**config.mk**
```make
export PLATFORM = sky130hd
export DESIGN_NAME = l2ctl_top
export DESIGN_NICKNAME = d
export VERILOG_FILES = /design/src/l2ctl_pkg.sv /design/src/l2ctl_sync.sv /design/src/l2ctl_top.sv
export SDC_FILE = /design/constraint.sdc
export NUM_CORES = 1
export LEC_CHECK = 0
export ABC_AREA = 1
export BUFFER_PORTS_ARGS = -buffer_cell sky130_fd_sc_hd__buf_2
export CORE_MARGIN = 4
export CORE_UTILIZATION = 45
export DETAILED_ROUTE_END_ITERATION = 10
export PLACE_DENSITY = 0.8
export SLEW_MARGIN = 20
export SYNTH_ARGS = -nofsm -noshare
export SYNTH_HDL_FRONTEND = slang
export SYNTH_HIERARCHICAL = 1
export SYNTH_SLANG_ARGS = --single-unit
```
**constraint.sdc**
```tcl
create_clock -name CLK_IN -period 1.3 [get_ports CLK_IN]
set_input_delay 0.26 -clock CLK_IN [delete_from_list [all_inputs] [get_ports CLK_IN]]
set_output_delay 0.26 -clock CLK_IN [all_outputs]
set_load 0.03 [all_outputs]
```
**src/l2ctl_pkg.sv**
```systemverilog
package l2ctl_pkg;

   // ==========================================================
   // widths and positions
   localparam int TAG_W = 8;
   localparam int LANES = 8;
   localparam int SDRAM_CONTROL_REG_FIFTH_BIT = 1;
   localparam int CEC_DRAM_CACHE_BIT = 5;
   localparam int LINE_QWORDS = 4;

   // ==========================================================
   // values after reset
   localparam logic [7:0] SDRAM_CONTROL_REG_RST = 8'h00;
   localparam logic [7:0] CEC_RST = 8'h00;
   localparam logic [7:0] TAG_RST = 8'h00;

   // ==========================================================
   // cycle counts
   localparam int STEP_BITS = 2;
   localparam logic [1:0] LAST_STEP = 2'h3;
   localparam logic [1:0] STRAP_WAIT = 2'h2;

   typedef enum logic [2:0] {
      L2CTL_IDLE,
      L2CTL_READ,
      L2CTL_WRITE,
      L2CTL_FILL,
      L2CTL_TAGWR,
      L2CTL_SLEEP
   } l2ctl_state_e;

   typedef enum logic [1:0] {
      L2CTL_OP_READ  = 2'h0,
      L2CTL_OP_WRITE = 2'h1,
      L2CTL_OP_FILL  = 2'h2,
      L2CTL_OP_INVAL = 2'h3
   } l2ctl_op_e;

endpackage : l2ctl_pkg

```
**src/l2ctl_sync.sv**
```systemverilog
`timescale 1ns/1ps
`default_nettype none
// ==========================================================
// two flop synchroniser, first stage read only by the second
module l2ctl_sync #(
   parameter int W = 1
) (
   input wire logic clk_in,
   input wire logic nrst_in,
   input wire logic [W-1:0] d_in,
   output logic [W-1:0] q_out
);
   logic [W-1:0] meta_reg;

   always_ff @(posedge clk_in or negedge nrst_in) begin
      if (!nrst_in) begin
         meta_reg <= '0;
         q_out <= '0;
      end else begin
         meta_reg <= d_in;
         q_out <= meta_reg;
      end
   end
endmodule : l2ctl_sync
`default_nettype wire

```
**src/l2ctl_top.sv**
```systemverilog
`timescale 1ns/1ps
`default_nettype none
// Function
// - pulse burst-step low to advance data SRAM to next qword of line
// - address-load with select active wakes SRAM and performs an access
// - address-load with select inactive sends SRAM into power-down
// - read drive low only during cache-to-processor transfers
// - all-lanes write writes every byte lane regardless of byte enables
// - partial write: all-lanes high, lane write low, byte enables pick lanes
// - tag bus input on processor accesses, output on fills and invalidates
// - tag store strobe writes presented tag and state into tag RAM
// - DRAM-cache configuration uses shared pin as refresh handshake
// - shared pin sampled at hard reset to detect DRAM cache, default none
// - alternate function: shared pin is fifth SDRAM row select
// - fifth select only if sdram bit1 is 1 and cache config bit5 is 0
module l2ctl_top (
   input wire logic CLK_IN,
   input wire logic NRST_IN,
   input wire logic REQ_VALID_IN,
   input wire logic [1:0] REQ_OP_IN,
   input wire logic REQ_PARTIAL_IN,
   input wire logic [7:0] REQ_TAG_IN,
   input wire logic SLEEP_REQ_IN,
   input wire logic [7:0] SDRAM_CONTROL_REG_IN,
   input wire logic [7:0] CACHE_CONFIG_REG_IN,
   input wire logic FIFTH_ROW_SELECT_REQ_IN,
   input wire logic REFRESH_REQ_IN,
   input wire logic [7:0] TAG_BUS_IN,
   input wire logic DRAM_CACHE_REFRESH_HANDSHAKE_IN,
   output logic REQ_READY_OUT,
   output logic DONE_OUT,
   output logic [7:0] TAG_READ_OUT,
   output logic REFRESH_ACK_OUT,
   output logic REFRESH_REQ_SEEN_OUT,
   output logic DRAM_CACHE_PRESENT_OUT,
   output logic L2_BURST_STEP_N_OUT,
   output logic L2_ADDR_LOAD_N_OUT,
   output logic L2_SELECT_N_OUT,
   output logic L2_READ_DRIVE_N_OUT,
   output logic L2_ALL_LANES_WRITE_N_OUT,
   output logic L2_LANE_WRITE_N_OUT,
   output logic [7:0] TAG_BUS_OUT,
   output logic TAG_BUS_OE_OUT,
   output logic TAG_STORE_N_OUT,
   output logic DRAM_CACHE_REFRESH_HANDSHAKE_OUT,
   output logic DRAM_CACHE_REFRESH_HANDSHAKE_OE_OUT,
   output logic FIFTH_ROW_SELECT_N_OUT
);
   // ==========================================================
   // input synchronisers
   logic [7:0] tag_sync;
   logic shared_sync;
   logic strap_taken_reg;
   logic dram_cache_reg;
   logic fifth_mode;
   logic fifth_mode_reg;
   logic [1:0] strap_wait_reg;
   logic [1:0] step_reg;
   logic partial_reg;
   logic [7:0] tag_reg;
   logic sleeping_reg;
   logic hs_out_reg;
   l2ctl_pkg::l2ctl_state_e state_reg;
   l2ctl_pkg::l2ctl_op_e op_reg;

   l2ctl_sync #(.W(8)) u_tag_sync (
      .clk_in(CLK_IN),
      .nrst_in(NRST_IN),
      .d_in(TAG_BUS_IN),
      .q_out(tag_sync)
   );

   l2ctl_sync #(.W(1)) u_shared_sync (
      .clk_in(CLK_IN),
      .nrst_in(NRST_IN),
      .d_in(DRAM_CACHE_REFRESH_HANDSHAKE_IN),
      .q_out(shared_sync)
   );

   // ==========================================================
   // strap capture: the synchroniser shows its reset value for two edges,
   // so the capture waits until the pin level has crossed it;
   // the pin's pull-down makes the default no DRAM cache
   always_ff @(posedge CLK_IN or negedge NRST_IN) begin
      if (!NRST_IN) begin
         strap_wait_reg <= '0;
         strap_taken_reg <= 1'b0;
         dram_cache_reg <= 1'b0;
      end else if (!strap_taken_reg) begin
         if (strap_wait_reg == l2ctl_pkg::STRAP_WAIT) begin
            strap_taken_reg <= 1'b1;
            dram_cache_reg <= shared_sync;
         end else begin
            strap_wait_reg <= strap_wait_reg + 2'h1;
         end
      end
   end

   assign DRAM_CACHE_PRESENT_OUT = dram_cache_reg;

   assign fifth_mode = SDRAM_CONTROL_REG_IN[l2ctl_pkg::SDRAM_CONTROL_REG_FIFTH_BIT]
      && !CACHE_CONFIG_REG_IN[l2ctl_pkg::CEC_DRAM_CACHE_BIT];

   // ==========================================================
   // shared pin: fifth row select or refresh handshake
   always_ff @(posedge CLK_IN or negedge NRST_IN) begin
      if (!NRST_IN) begin
         fifth_mode_reg <= 1'b0;
         FIFTH_ROW_SELECT_N_OUT <= 1'b1;
         hs_out_reg <= 1'b0;
         REFRESH_REQ_SEEN_OUT <= 1'b0;
      end else begin
         fifth_mode_reg <= fifth_mode;
         FIFTH_ROW_SELECT_N_OUT <= !(fifth_mode && FIFTH_ROW_SELECT_REQ_IN);
         hs_out_reg <= !fifth_mode && REFRESH_REQ_IN;
         REFRESH_REQ_SEEN_OUT <= !fifth_mode && !REFRESH_REQ_IN && shared_sync;
      end
   end

   // fifth select drives the pin low-active, so its enable is always on;
   // the mode is registered so function, value and enable switch together
   assign DRAM_CACHE_REFRESH_HANDSHAKE_OUT = fifth_mode_reg ? FIFTH_ROW_SELECT_N_OUT : hs_out_reg;
   assign DRAM_CACHE_REFRESH_HANDSHAKE_OE_OUT = fifth_mode_reg || hs_out_reg;
   assign REFRESH_ACK_OUT = REFRESH_REQ_SEEN_OUT;

   // ==========================================================
   // cache access sequencer
   assign REQ_READY_OUT = (state_reg == l2ctl_pkg::L2CTL_IDLE)
      || (state_reg == l2ctl_pkg::L2CTL_SLEEP);

   always_ff @(posedge CLK_IN or negedge NRST_IN) begin
      if (!NRST_IN) begin
         state_reg <= l2ctl_pkg::L2CTL_IDLE;
         op_reg <= l2ctl_pkg::L2CTL_OP_READ;
         step_reg <= '0;
         partial_reg <= 1'b0;
         tag_reg <= l2ctl_pkg::TAG_RST;
         sleeping_reg <= 1'b0;
      end else begin
         case (state_reg)
            l2ctl_pkg::L2CTL_IDLE, l2ctl_pkg::L2CTL_SLEEP: begin
               step_reg <= '0;
               if (REQ_VALID_IN) begin
                  op_reg <= l2ctl_pkg::l2ctl_op_e'(REQ_OP_IN);
                  partial_reg <= REQ_PARTIAL_IN;
                  tag_reg <= REQ_TAG_IN;
                  sleeping_reg <= 1'b0;
                  case (l2ctl_pkg::l2ctl_op_e'(REQ_OP_IN))
                     l2ctl_pkg::L2CTL_OP_READ: state_reg <= l2ctl_pkg::L2CTL_READ;
                     l2ctl_pkg::L2CTL_OP_WRITE: state_reg <= l2ctl_pkg::L2CTL_WRITE;
                     l2ctl_pkg::L2CTL_OP_FILL: state_reg <= l2ctl_pkg::L2CTL_FILL;
                     default: state_reg <= l2ctl_pkg::L2CTL_TAGWR;
                  endcase
               end else if (SLEEP_REQ_IN && !sleeping_reg) begin
                  sleeping_reg <= 1'b1;
                  state_reg <= l2ctl_pkg::L2CTL_SLEEP;
               end
            end
            l2ctl_pkg::L2CTL_READ, l2ctl_pkg::L2CTL_WRITE, l2ctl_pkg::L2CTL_FILL: begin
               step_reg <= step_reg + 2'h1;
               if (step_reg == l2ctl_pkg::LAST_STEP) begin
                  state_reg <= (state_reg == l2ctl_pkg::L2CTL_READ)
                     ? l2ctl_pkg::L2CTL_IDLE : l2ctl_pkg::L2CTL_TAGWR;
               end
            end
            l2ctl_pkg::L2CTL_TAGWR: state_reg <= l2ctl_pkg::L2CTL_IDLE;
            default: state_reg <= l2ctl_pkg::L2CTL_IDLE;
         endcase
      end
   end

   // ==========================================================
   // sram and tag strobes, all registered
   logic start_access;
   logic in_burst;
   logic is_write;
   // invalidates touch only the tag ram; a load here would wake or sleep the data sram
   assign start_access = REQ_READY_OUT && REQ_VALID_IN
      && (l2ctl_pkg::l2ctl_op_e'(REQ_OP_IN) != l2ctl_pkg::L2CTL_OP_INVAL);
   assign in_burst = (state_reg == l2ctl_pkg::L2CTL_READ)
      || (state_reg == l2ctl_pkg::L2CTL_WRITE) || (state_reg == l2ctl_pkg::L2CTL_FILL);
   assign is_write = (state_reg == l2ctl_pkg::L2CTL_WRITE)
      || (state_reg == l2ctl_pkg::L2CTL_FILL);

   always_ff @(posedge CLK_IN or negedge NRST_IN) begin
      if (!NRST_IN) begin
         L2_ADDR_LOAD_N_OUT <= 1'b1;
         L2_SELECT_N_OUT <= 1'b1;
         L2_BURST_STEP_N_OUT <= 1'b1;
         L2_READ_DRIVE_N_OUT <= 1'b1;
         L2_ALL_LANES_WRITE_N_OUT <= 1'b1;
         L2_LANE_WRITE_N_OUT <= 1'b1;
         TAG_STORE_N_OUT <= 1'b1;
         TAG_BUS_OE_OUT <= 1'b0;
         TAG_BUS_OUT <= l2ctl_pkg::TAG_RST;
         TAG_READ_OUT <= l2ctl_pkg::TAG_RST;
         DONE_OUT <= 1'b0;
      end else begin
         // load with select low performs the access, load with select high
         // puts the sram to sleep; select high also masks processor strobes
         L2_ADDR_LOAD_N_OUT <= !(start_access
            || (state_reg == l2ctl_pkg::L2CTL_IDLE && SLEEP_REQ_IN && !sleeping_reg
                && !REQ_VALID_IN));
         L2_SELECT_N_OUT <= !(start_access || (in_burst
            && step_reg != l2ctl_pkg::LAST_STEP));
         L2_BURST_STEP_N_OUT <= !(in_burst && step_reg != l2ctl_pkg::LAST_STEP);
         // reads only; writes never overlap the read drive
         L2_READ_DRIVE_N_OUT <= !(state_reg == l2ctl_pkg::L2CTL_READ);
         L2_ALL_LANES_WRITE_N_OUT <= !(is_write
            && !(state_reg == l2ctl_pkg::L2CTL_WRITE && partial_reg));
         L2_LANE_WRITE_N_OUT <= !(state_reg == l2ctl_pkg::L2CTL_WRITE && partial_reg);
         TAG_STORE_N_OUT <= !(state_reg == l2ctl_pkg::L2CTL_TAGWR);
         // tag bus drives only for fills and invalidates
         TAG_BUS_OE_OUT <= (state_reg == l2ctl_pkg::L2CTL_FILL)
            || (state_reg == l2ctl_pkg::L2CTL_TAGWR
                && (op_reg == l2ctl_pkg::L2CTL_OP_FILL
                    || op_reg == l2ctl_pkg::L2CTL_OP_INVAL));
         TAG_BUS_OUT <= tag_reg;
         if (state_reg == l2ctl_pkg::L2CTL_READ || state_reg == l2ctl_pkg::L2CTL_WRITE) begin
            TAG_READ_OUT <= tag_sync;
         end
         DONE_OUT <= (state_reg == l2ctl_pkg::L2CTL_TAGWR)
            || (state_reg == l2ctl_pkg::L2CTL_READ && step_reg == l2ctl_pkg::LAST_STEP);
      end
   end
endmodule : l2ctl_top
`default_nettype wire

```
==> results summary, run 1 <==
The number of nets in the synthesized netlist is 255. STA classifies the critical path endpoint as an output port. In the post-route analysis, the smallest setup slack over all paths is -0.1783 ns.

Setup repair after global routing could not meet its margin everywhere. The count of nets left with antenna violations after detail routing came out at 0. The I/O pin count is 74. Summing over every cut layer, the via total after detailed routing is 1,674. For this run, design rule violations remaining after detail routing come to 0. The area of combinational cells with multiple inputs came out at 630.6 µm². The number of global-route vias before repair is 1,648.

Counting flops with a built-in enable in the synthesized netlist gives 0. The die outline area came out at 6497 µm². During synthesis, Yosys emitted a total of 6 warnings.

The number of antenna diodes in the final layout is 0. The synthesis-stage register bit count is 67. The sequential cells in the finished layout cover a total of 1688 µm². The final weighted congestion in routability-driven placement is 0.7906. The finished cells cover 3218 µm². The number of maximum-capacitance constraint violations is 0. The routed design has 4.738 mm of wire.

Counting the buffers created by CTS gives 9. The clock tree from TritonCTS is done. The region available for standard cell placement spans 5107 µm². The sequential share of the synthesized area is 71.10%.

The count of different cell masters after synthesis is 26. The async set-reset flop share out of synthesis is 100.0%. The final hold violation count is 0. The number of design-rule violations left by the first detailed-router iteration is 110. Entering global routing, the biggest net connects 68 pins. The flow ran to the end, but the final reports show violations.

The clock insertion delay at the later pin of the skew report is 0.33 ns. Dividing the detail-routed wire length by the instance count gives 12.88 µm. The post-route fraction of the period consumed by the critical path came out at 113.7%. The first-pass iteration count of the detailed router came out at 4. The final worst clock skew is 0.005976 ns. The library cells used most frequently in the layout, excluding fill and tap cells, are 58 x dfrtp_1, 51 x nand2_1, 48 x buf_2, 19 x buf_4. The mean cell area of the mapped netlist came out at 11.46 µm². By startpoint and endpoint, the worst setup path is classified as reg2out. At the end of the flow, the number of nets in the layout was 341.

The horizontal die dimension is 80.61 µm. The number of placement rows is 26. Data on the critical path arrives at its endpoint at 1.22 ns. The largest fanout of any net on the critical path is 3. Summing all placed instances gives a cell area of 2833 µm². Across the VDD grid, the largest voltage drop is 0.001576 V. Setup violations remaining at the end of the flow were counted as 7.

The number of max-slew violations in the final report is 0. STA puts the critical path data required time at 1.04 ns. The final reports fail on setup timing. The effective utilization at floorplan is 46.45%.

The root buffer cell chosen for the clock tree is clkbuf_8. The number of buffers between clock root and the deepest sink is 2. The number of non-filler instances in the completed layout is 368. The count of H-tree levels built during CTS came out at 3.

The die outline height came out at 80.61 µm. The areal power density over the cells is 2511 nW/µm². The highest attainable clock frequency is 676.4 MHz. The total half-perimeter wirelength after legalization and detailed placement is 3.039 mm. The number of I/O port buffers came out at 59.

The first-pass GRT wire length is 7.514 mm. The worst hold path belongs to the class in2reg. After detailed placement, the design holds a cell count of 342. The global route total overflow came out at 0. The total routing usage reported by global routing came out at 15.96%. The fraction of layout instances using a drive strength above 1 is 40.60%. The area growth from synthesis to layout is 35.65%.

Fill cells in the final layout number 425. CTS saw 67 sinks. The final critical path time including I/O delays and setup is 1.478 ns. The worst-case headroom to the max-slew limit is 61.78%. Leaving out fill and tap cells, the most frequent cell in the layout is dfrtp_1.

The initial antenna violation count is 0. Synthesis produced a netlist whose cell count is 207. The worst hold margin came out at 0.03194 ns. The synthesized cell area came out at 2372 µm². The worst setup path is launched from a flip-flop. After clock tree synthesis, the clock-pin slew on the worst setup and hold paths is 0.06 ns. The flip-flop cell with the highest count after synthesis is dfrtp_1. For this design the static power due to leakage is 1.674 nW. Using the TritonRoute via totals, the vias-per-cell ratio works out to 4.549.

The transition time at the pin with the least slew margin is 0.5727 ns.
report_power, final:
| part | switching [mW] | internal [mW] | total [mW] |
|---|---|---|---|
| Clock | 0.714 | 0.939 | 1.65 |
| Sequential | 0.288 | 2.78 | 3.06 |
| Combinational | 2.05 | 1.31 | 3.36 |
synthesized netlist by cell type, types with 2 or more instances:
cell | number | area, µm²
a21oi_1 | 5 | 25.02
dfstp_2 | 8 | 210.2
nand2_1 | 53 | 198.9
nor2_1 | 7 | 26.28
o21ai_0 | 14 | 70.07
dfrtp_1 | 59 | 1476
nor3_1 | 4 | 20.02
ha_1 | 6 | 75.07
inv_1 | 16 | 60.06
nand3_1 | 15 | 75.07
clkbuf_2 | 2 | 10.01
inv_2 | 2 | 7.510
nand2_2 | 3 | 18.77
layer usage:
metal | vias up | track usage, % | part of all wire (%)
met2 | 45 | 25.25 | 52
met5 | - | 0 | 0
met3 | 9 | 3.700 | 4.6
met4 | 0 | 11.15 | 2.2
met1 | 788 | 19.17 | 41
li1 | 832 | - | -
worst max-delay path: stages (launching register included):
cell and delay (ns):
dfrtp_1 0.42, o21ai_2 0.20, nand2_2 0.09, inv_2 0.07
buf_6 0.12
worst paths after layout:
path / slack, ns / depth (start not counted) / startpoint / end
setup / recovery: -0.18 / 4 / state_reg[1]$_DFFE_PN0P_ / REQ_READY_OUT
hold / removal: 0.03 / 1 / TAG_BUS_IN[0] / u_tag_sync/meta_reg[0]$_DFF_PN0_
setup reg to reg: -0.01 / 7 / state_reg[1]$_DFFE_PN0P_ / op_reg[1]$_DFFE_PN0P_
hold reg to reg: 0.35 / 0 / u_tag_sync/meta_reg[6]$_DFF_PN0_ / u_tag_sync/q_out[6]$_DFF_PN0_
max in group asynchronous: 0.49 / 3 / NRST_IN / L2_BURST_STEP_N_OUT$_DFF_PN1_
min in group asynchronous: 0.46 / 3 / NRST_IN / u_tag_sync/q_out[6]$_DFF_PN0_
cell type report:
cell class                      count  area share (%)
Sequential cell                    67           52.45
Multi-Input combinational cell    116           19.60
Timing Repair Buffer               81           17.30
Clock buffer                       14           4.743
Tap cell                           70           2.722
Inverter                           18           2.100
Clock inverter                      2           1.089
cells by family (layout without fill, tap and decap cells):
family | count (synthesis) | count (layout) | share of synthesized area, %
AND/OR/NAND/NOR | 85 | 85 | 15.30
buffers and inverters | 24 | 115 | 4.430
AO/OA/AOI/OAI | 24 | 24 | 5.644
adder cells (fa/ha/maj) | 6 | 6 | 3.164
flip-flops | 67 | 67 | 71.10
XOR/XNOR | 1 | 1 | 0.3693
metrics by stage:
stage | util [%] | worst slack [ns] | power [mW] | TNS [ns]
final | 63.01 | -0.1783 | 8.080 | -0.4030
after global routing | 63.01 | -0.2513 | 8.572 | -1.358
after CTS | 61.34 | -0.1827 | 7.896 | -0.4052
after detailed placement | 55.46 | -0.01977 | 5.911 | -0.02927
after global placement | 55.46 | 0.02257 | 5.817 | 0
after floorplan | - | 0.02369 | 4.873 | 0
timing repair:
action / 4_1_cts / 5_1_grt
setup endpoints to repair: 15 / 31
buffers inserted: 6 / 2
resized for setup: 26 / 23
hold endpoints to repair: 59 / 0
hold buffers: 1 / 0
cloned: 0 / 1
pin swaps: 4 / 2
Note: power is estimated with default switching activity, not from simulation.
==> run 2, diff against run 1 <==
Settings changed: ABC_AREA 1 to default, CTS_CLUSTER_DIAMETER from default to 50.
==> run 2 against run 1 <==
The flow still finishes with violations (setup timing). Global-route usage decreased by 1.1 points. First-iteration DRC count decreased by 60%. Via count decreased by 9.7%. Final cell count decreased by 11%. Clock skew decreased by 0.00052 ns. Synthesized cell count decreased by 25%. Clock-buffer cell count decreased by 4. Combinational power increased by 30%. Wire length decreased by 5.1%. Critical path type is now reg2reg. Largest power group unchanged.
==> results summary, run 2 <==
The most area-hungry cell type in the Yosys netlist was dfrtp_1 (unchanged). Status: complete, but fails checks (unchanged). The number of design-rule violations left by the first detailed-router iteration is 44 (was 110). The count of flip-flops with a built-in enable after synthesis came out at 0 (unchanged). The number of maximum-capacitance constraint violations is 0 (unchanged). The number of global-route vias before repair is 1,492 (was 1,648). The hold path endpoint is u_shared_sync/meta_reg$_DFF_PN0_ (was u_tag_sync/meta_reg[0]$_DFF_PN0_). The area growth from synthesis to final layout came out at 45.41% (was 35.65%). The count of nets left with antenna violations after detail routing is 0 (unchanged). The total clock buffers created by CTS is 9 (unchanged).

The critical hold path startpoint is DRAM_CACHE_REFRESH_HANDSHAKE_IN (was TAG_BUS_IN[0]). The total clock sinks came out at 67 (unchanged). The classification of the worst setup path is reg2reg (was reg2out). RSZ-0062 raised after global routing: true (unchanged). The areal power density over the cells was 2712 nW/µm² (was 2511 nW/µm²). The slack of the worst reg-to-reg path is -0.35 ns (was -0.01 ns).

The count of different cell masters after synthesis came out at 33 (was 26). The number of remaining DRC errors came to 0 (unchanged). The final routed wire length divided by cell count is 13.79 µm (was 12.88 µm). The total of endpoints with negative setup slack in the final report came out at 27 (was 7). The worst hold margin is 0.02192 ns (was 0.03194 ns). The master of the slowest instance on the critical path was dfrtp_1 (unchanged).

The largest net degree at the start of global routing came out at 68 (unchanged). The effective utilization at floorplan is 46.40% (was 46.45%). The global route total overflow came out at 0 (unchanged). The I/O pin count is 74 (unchanged).

The number of cells traversed by the worst hold path was 1 (unchanged). The die outline area is 6492 µm² (was 6497 µm²). The async set-reset flop share out of synthesis came out at 100.0% (unchanged). The initial antenna violation count came out at 0 (unchanged). The horizontal die dimension came out at 80.57 µm (was 80.61 µm). The most frequent standard cell in the layout excluding fill and tap cells was dfrtp_1 (unchanged). The post-route fraction of the period consumed by the critical path was 127.1% (was 113.7%).

The worst voltage drop across the vdd grid is 0.001739 V (was 0.001576 V). The core area is 5107 µm² (unchanged). The longest individual stage delay on the worst path came out at 0.39 ns (was 0.42 ns). The static leakage power is 1.677 nW (was 1.674 nW).

The worst hold-check path type was in2reg (unchanged). The synthesized netlist net count came out at 204 (was 255). The number of placement rows was 26 (unchanged).

The fraction of layout instances using a drive strength above 1 is 56.25% (was 40.60%). The post-CTS clock slew at the launch and capture registers of the worst setup and hold paths came out at 0.07 ns (was 0.06 ns). The cell count after placement came out at 294 (was 342). The logic depth of the worst register-to-register path came to 5 (was 7). The largest fanout of any net on the critical path is 5 (was 3). The setup slack after placement is -0.2138 ns (was -0.01977 ns). The worst path setup slack after routing is -0.3519 ns (was -0.1783 ns). The cell with the most instances after synthesis is dfrtp_1 (unchanged). The first-pass iteration count of the detailed router is 4 (unchanged).

Top cells by area in the synthesized netlist: dfrtp_1 62%, dfstp_2 8.9%, mux2_2 6.7% (was dfrtp_1 62%, dfstp_2 8.9%, nand2_1 8.4%). The final hold violation count was 0 (unchanged). The launching point of the worst reg2reg path is state_reg[2]$_DFFE_PN0P_ (was state_reg[1]$_DFFE_PN0P_). The via density per instance is 4.638 (was 4.549). The instance area at placement came out at 2870 µm² (was 2833 µm²). The number of buffers between clock root and the deepest sink is 2 (unchanged). The total vias in the final route came out at 1,512 (was 1,674). The synthesized cell area is 2370 µm² (was 2372 µm²).

The required time of the worst setup path is 1.53 ns (was 1.04 ns). The clock insertion delay at the later pin of the skew report came out at 0.34 ns (was 0.33 ns). The kind of start point of the critical path is a flip-flop (unchanged). The cell area after layout came out at 3446 µm² (was 3218 µm²). The final weighted congestion in routability-driven placement came out at 0.8053 (was 0.7906). The number of max-slew violations in the final report is 0 (unchanged). Leading cell types by count after synthesis: 59 x dfrtp_1, 14 x mux2_2, 9 x nand2_1 (was 59 x dfrtp_1, 53 x nand2_1, 16 x inv_1).

The total half-perimeter wirelength after legalization and detailed placement came out at 2.905 mm (was 3.039 mm). The portion of synthesized cell area occupied by the leading cell type came out at 62.30% (was 62.24%). The type of destination of the critical path is a flip-flop (was output port).

The count of inserted antenna diode cells is 0 (unchanged). The count of buffering cells on the critical path with inverters included was 2 (unchanged). The number of I/O port buffers came to 59 (unchanged). Failing checks: setup timing (unchanged). The transition time at the pin with the least slew margin came out at 0.3407 ns (was 0.5727 ns). The final critical path time including I/O delays and setup came to 1.652 ns (was 1.478 ns). Cell-by-cell listing of the critical path: or2_4, buf_4, a211o_4, buf_12, mux2_4 (was o21ai_2, nand2_2, inv_2, buf_6). The clock tree from TritonCTS is done (unchanged). The worst-case headroom to the max-slew limit came out at 77.29% (was 61.78%). The first-pass GRT wire length came out at 6.872 mm (was 7.514 mm). Most frequent cells in the layout: 58 x dfrtp_1, 48 x buf_2, 17 x buf_4, 15 x buf_6, 14 x mux2_4 (was 58 x dfrtp_1, 51 x nand2_1, 48 x buf_2, 19 x buf_4).

The flip-flop cell with the highest count after synthesis is dfrtp_1 (unchanged). The worst flop-to-flop path endpoint is tag_reg[6]$_DFFE_PN0P_ (was op_reg[1]$_DFFE_PN0P_). The highest attainable clock frequency is 605.4 MHz (was 676.4 MHz). The buffer type at the clock tree root is clkbuf_8 (unchanged). The share of the core filled with cells in the final layout is 67.47% (was 63.01%). The layout net count was 299 (was 341). The die outline height is 80.57 µm (was 80.61 µm). The number of warnings issued by yosys was 6 (unchanged).

The cell class contributing the biggest share of worst-path delay was flip-flops (unchanged). The synthesis-stage register bit count was 67 (unchanged). The routed wire length is 4.496 mm (was 4.738 mm). The worst path arrival time was 1.88 ns (was 1.22 ns).

The post-synthesis instance total is 156 (was 207). The number of non-filler instances in the completed layout was 326 (was 368). The total routing usage reported by global routing came out at 14.82% (was 15.96%). The sequential share of the synthesized area is 71.17% (was 71.10%).

The count of H-tree levels built during CTS came out at 3 (unchanged). The final worst clock skew came out at 0.005451 ns (was 0.005976 ns). The mean cell area of the mapped netlist was 15.19 µm² (was 11.46 µm²).
## run 2: through the flow
stage | TNS (ns) | total power [mW]
2_1_floorplan | -3.906 | 5.348
3_3_place_gp | -2.391 | 6.381
3_5_place_dp | -2.989 | 6.497
4_1_cts | -4.284 | 9.025
5_1_grt | -7.127 | 9.861
6_report | -6.025 | 9.345
## run 2: power breakdown
part | internal [mW] | leakage (nW) | switching, mW
clock | 1.08 | 0.106 | 0.758
sequential | 2.82 | 0.783 | 0.320
combinational | 2.19 | 0.787 | 2.17
## run 2: worst max-delay path by stage
stage,start,end,slack [ns],cells past startpoint
6_report,state_reg[2]$_DFFE_PN0P_,tag_reg[6]$_DFFE_PN0P_,-0.35,5
5_1_grt,state_reg[0]$_DFFE_PN0P_,REQ_READY_OUT,-0.39,4
4_1_cts,state_reg[0]$_DFFE_PN0P_,REQ_READY_OUT,-0.37,4
3_5_place_dp,state_reg[0]$_DFFE_PN0P_,tag_reg[6]$_DFFE_PN0P_,-0.21,4
3_3_place_gp,state_reg[0]$_DFFE_PN0P_,tag_reg[1]$_DFFE_PN0P_,-0.18,4
2_1_floorplan,state_reg[0]$_DFFE_PN0P_,tag_reg[0]$_DFFE_PN0P_,-0.32,5
## run 2: kinds of logic after synthesis
kind of cell / Yosys count / share of synthesized area (%)
adders and majority gates: 6 / 3.168
AOI/OAI and AO/OA: 16 / 4.700
muxes: 20 / 10.24
DFF: 67 / 71.17
buffers and inverters: 13 / 3.168
and+or+nand+nor: 31 / 6.442
xor gates and xnor gates: 3 / 1.109
## run 2: layer usage
| layer | vias up | routed length [µm] | global-route usage, % |
|---|---|---|---|
| met5 | - | 0 | 0 |
| met4 | 0 | 76 | 6.250 |
| met3 | 9 | 352 | 8.296 |
| met2 | 50 | 2327 | 23.92 |
| met1 | 742 | 1738 | 15.93 |
| li1 | 711 | - | - |
## run 2: timing repair
action	4_1_cts	5_1_grt
hold endpoints to repair	59	3
pin swaps	4	5
resized for setup	41	16
cloned	0	1
setup endpoints to repair	33	37
hold buffers	1	3
setup buffers	6	5
## run 2: cell type report
| type | instances | area (µm²) |
|---|---|---|
| flip-flops and latches | 67 | 1688 |
| fillers | 387 | 1662 |
| multi-input cells | 76 | 730.7 |
| repair buffers | 90 | 691.9 |
| clock buffers | 10 | 127.6 |
| clock inverters | 6 | 90.09 |
| well taps | 70 | 87.58 |
| inverters | 7 | 30.03 |
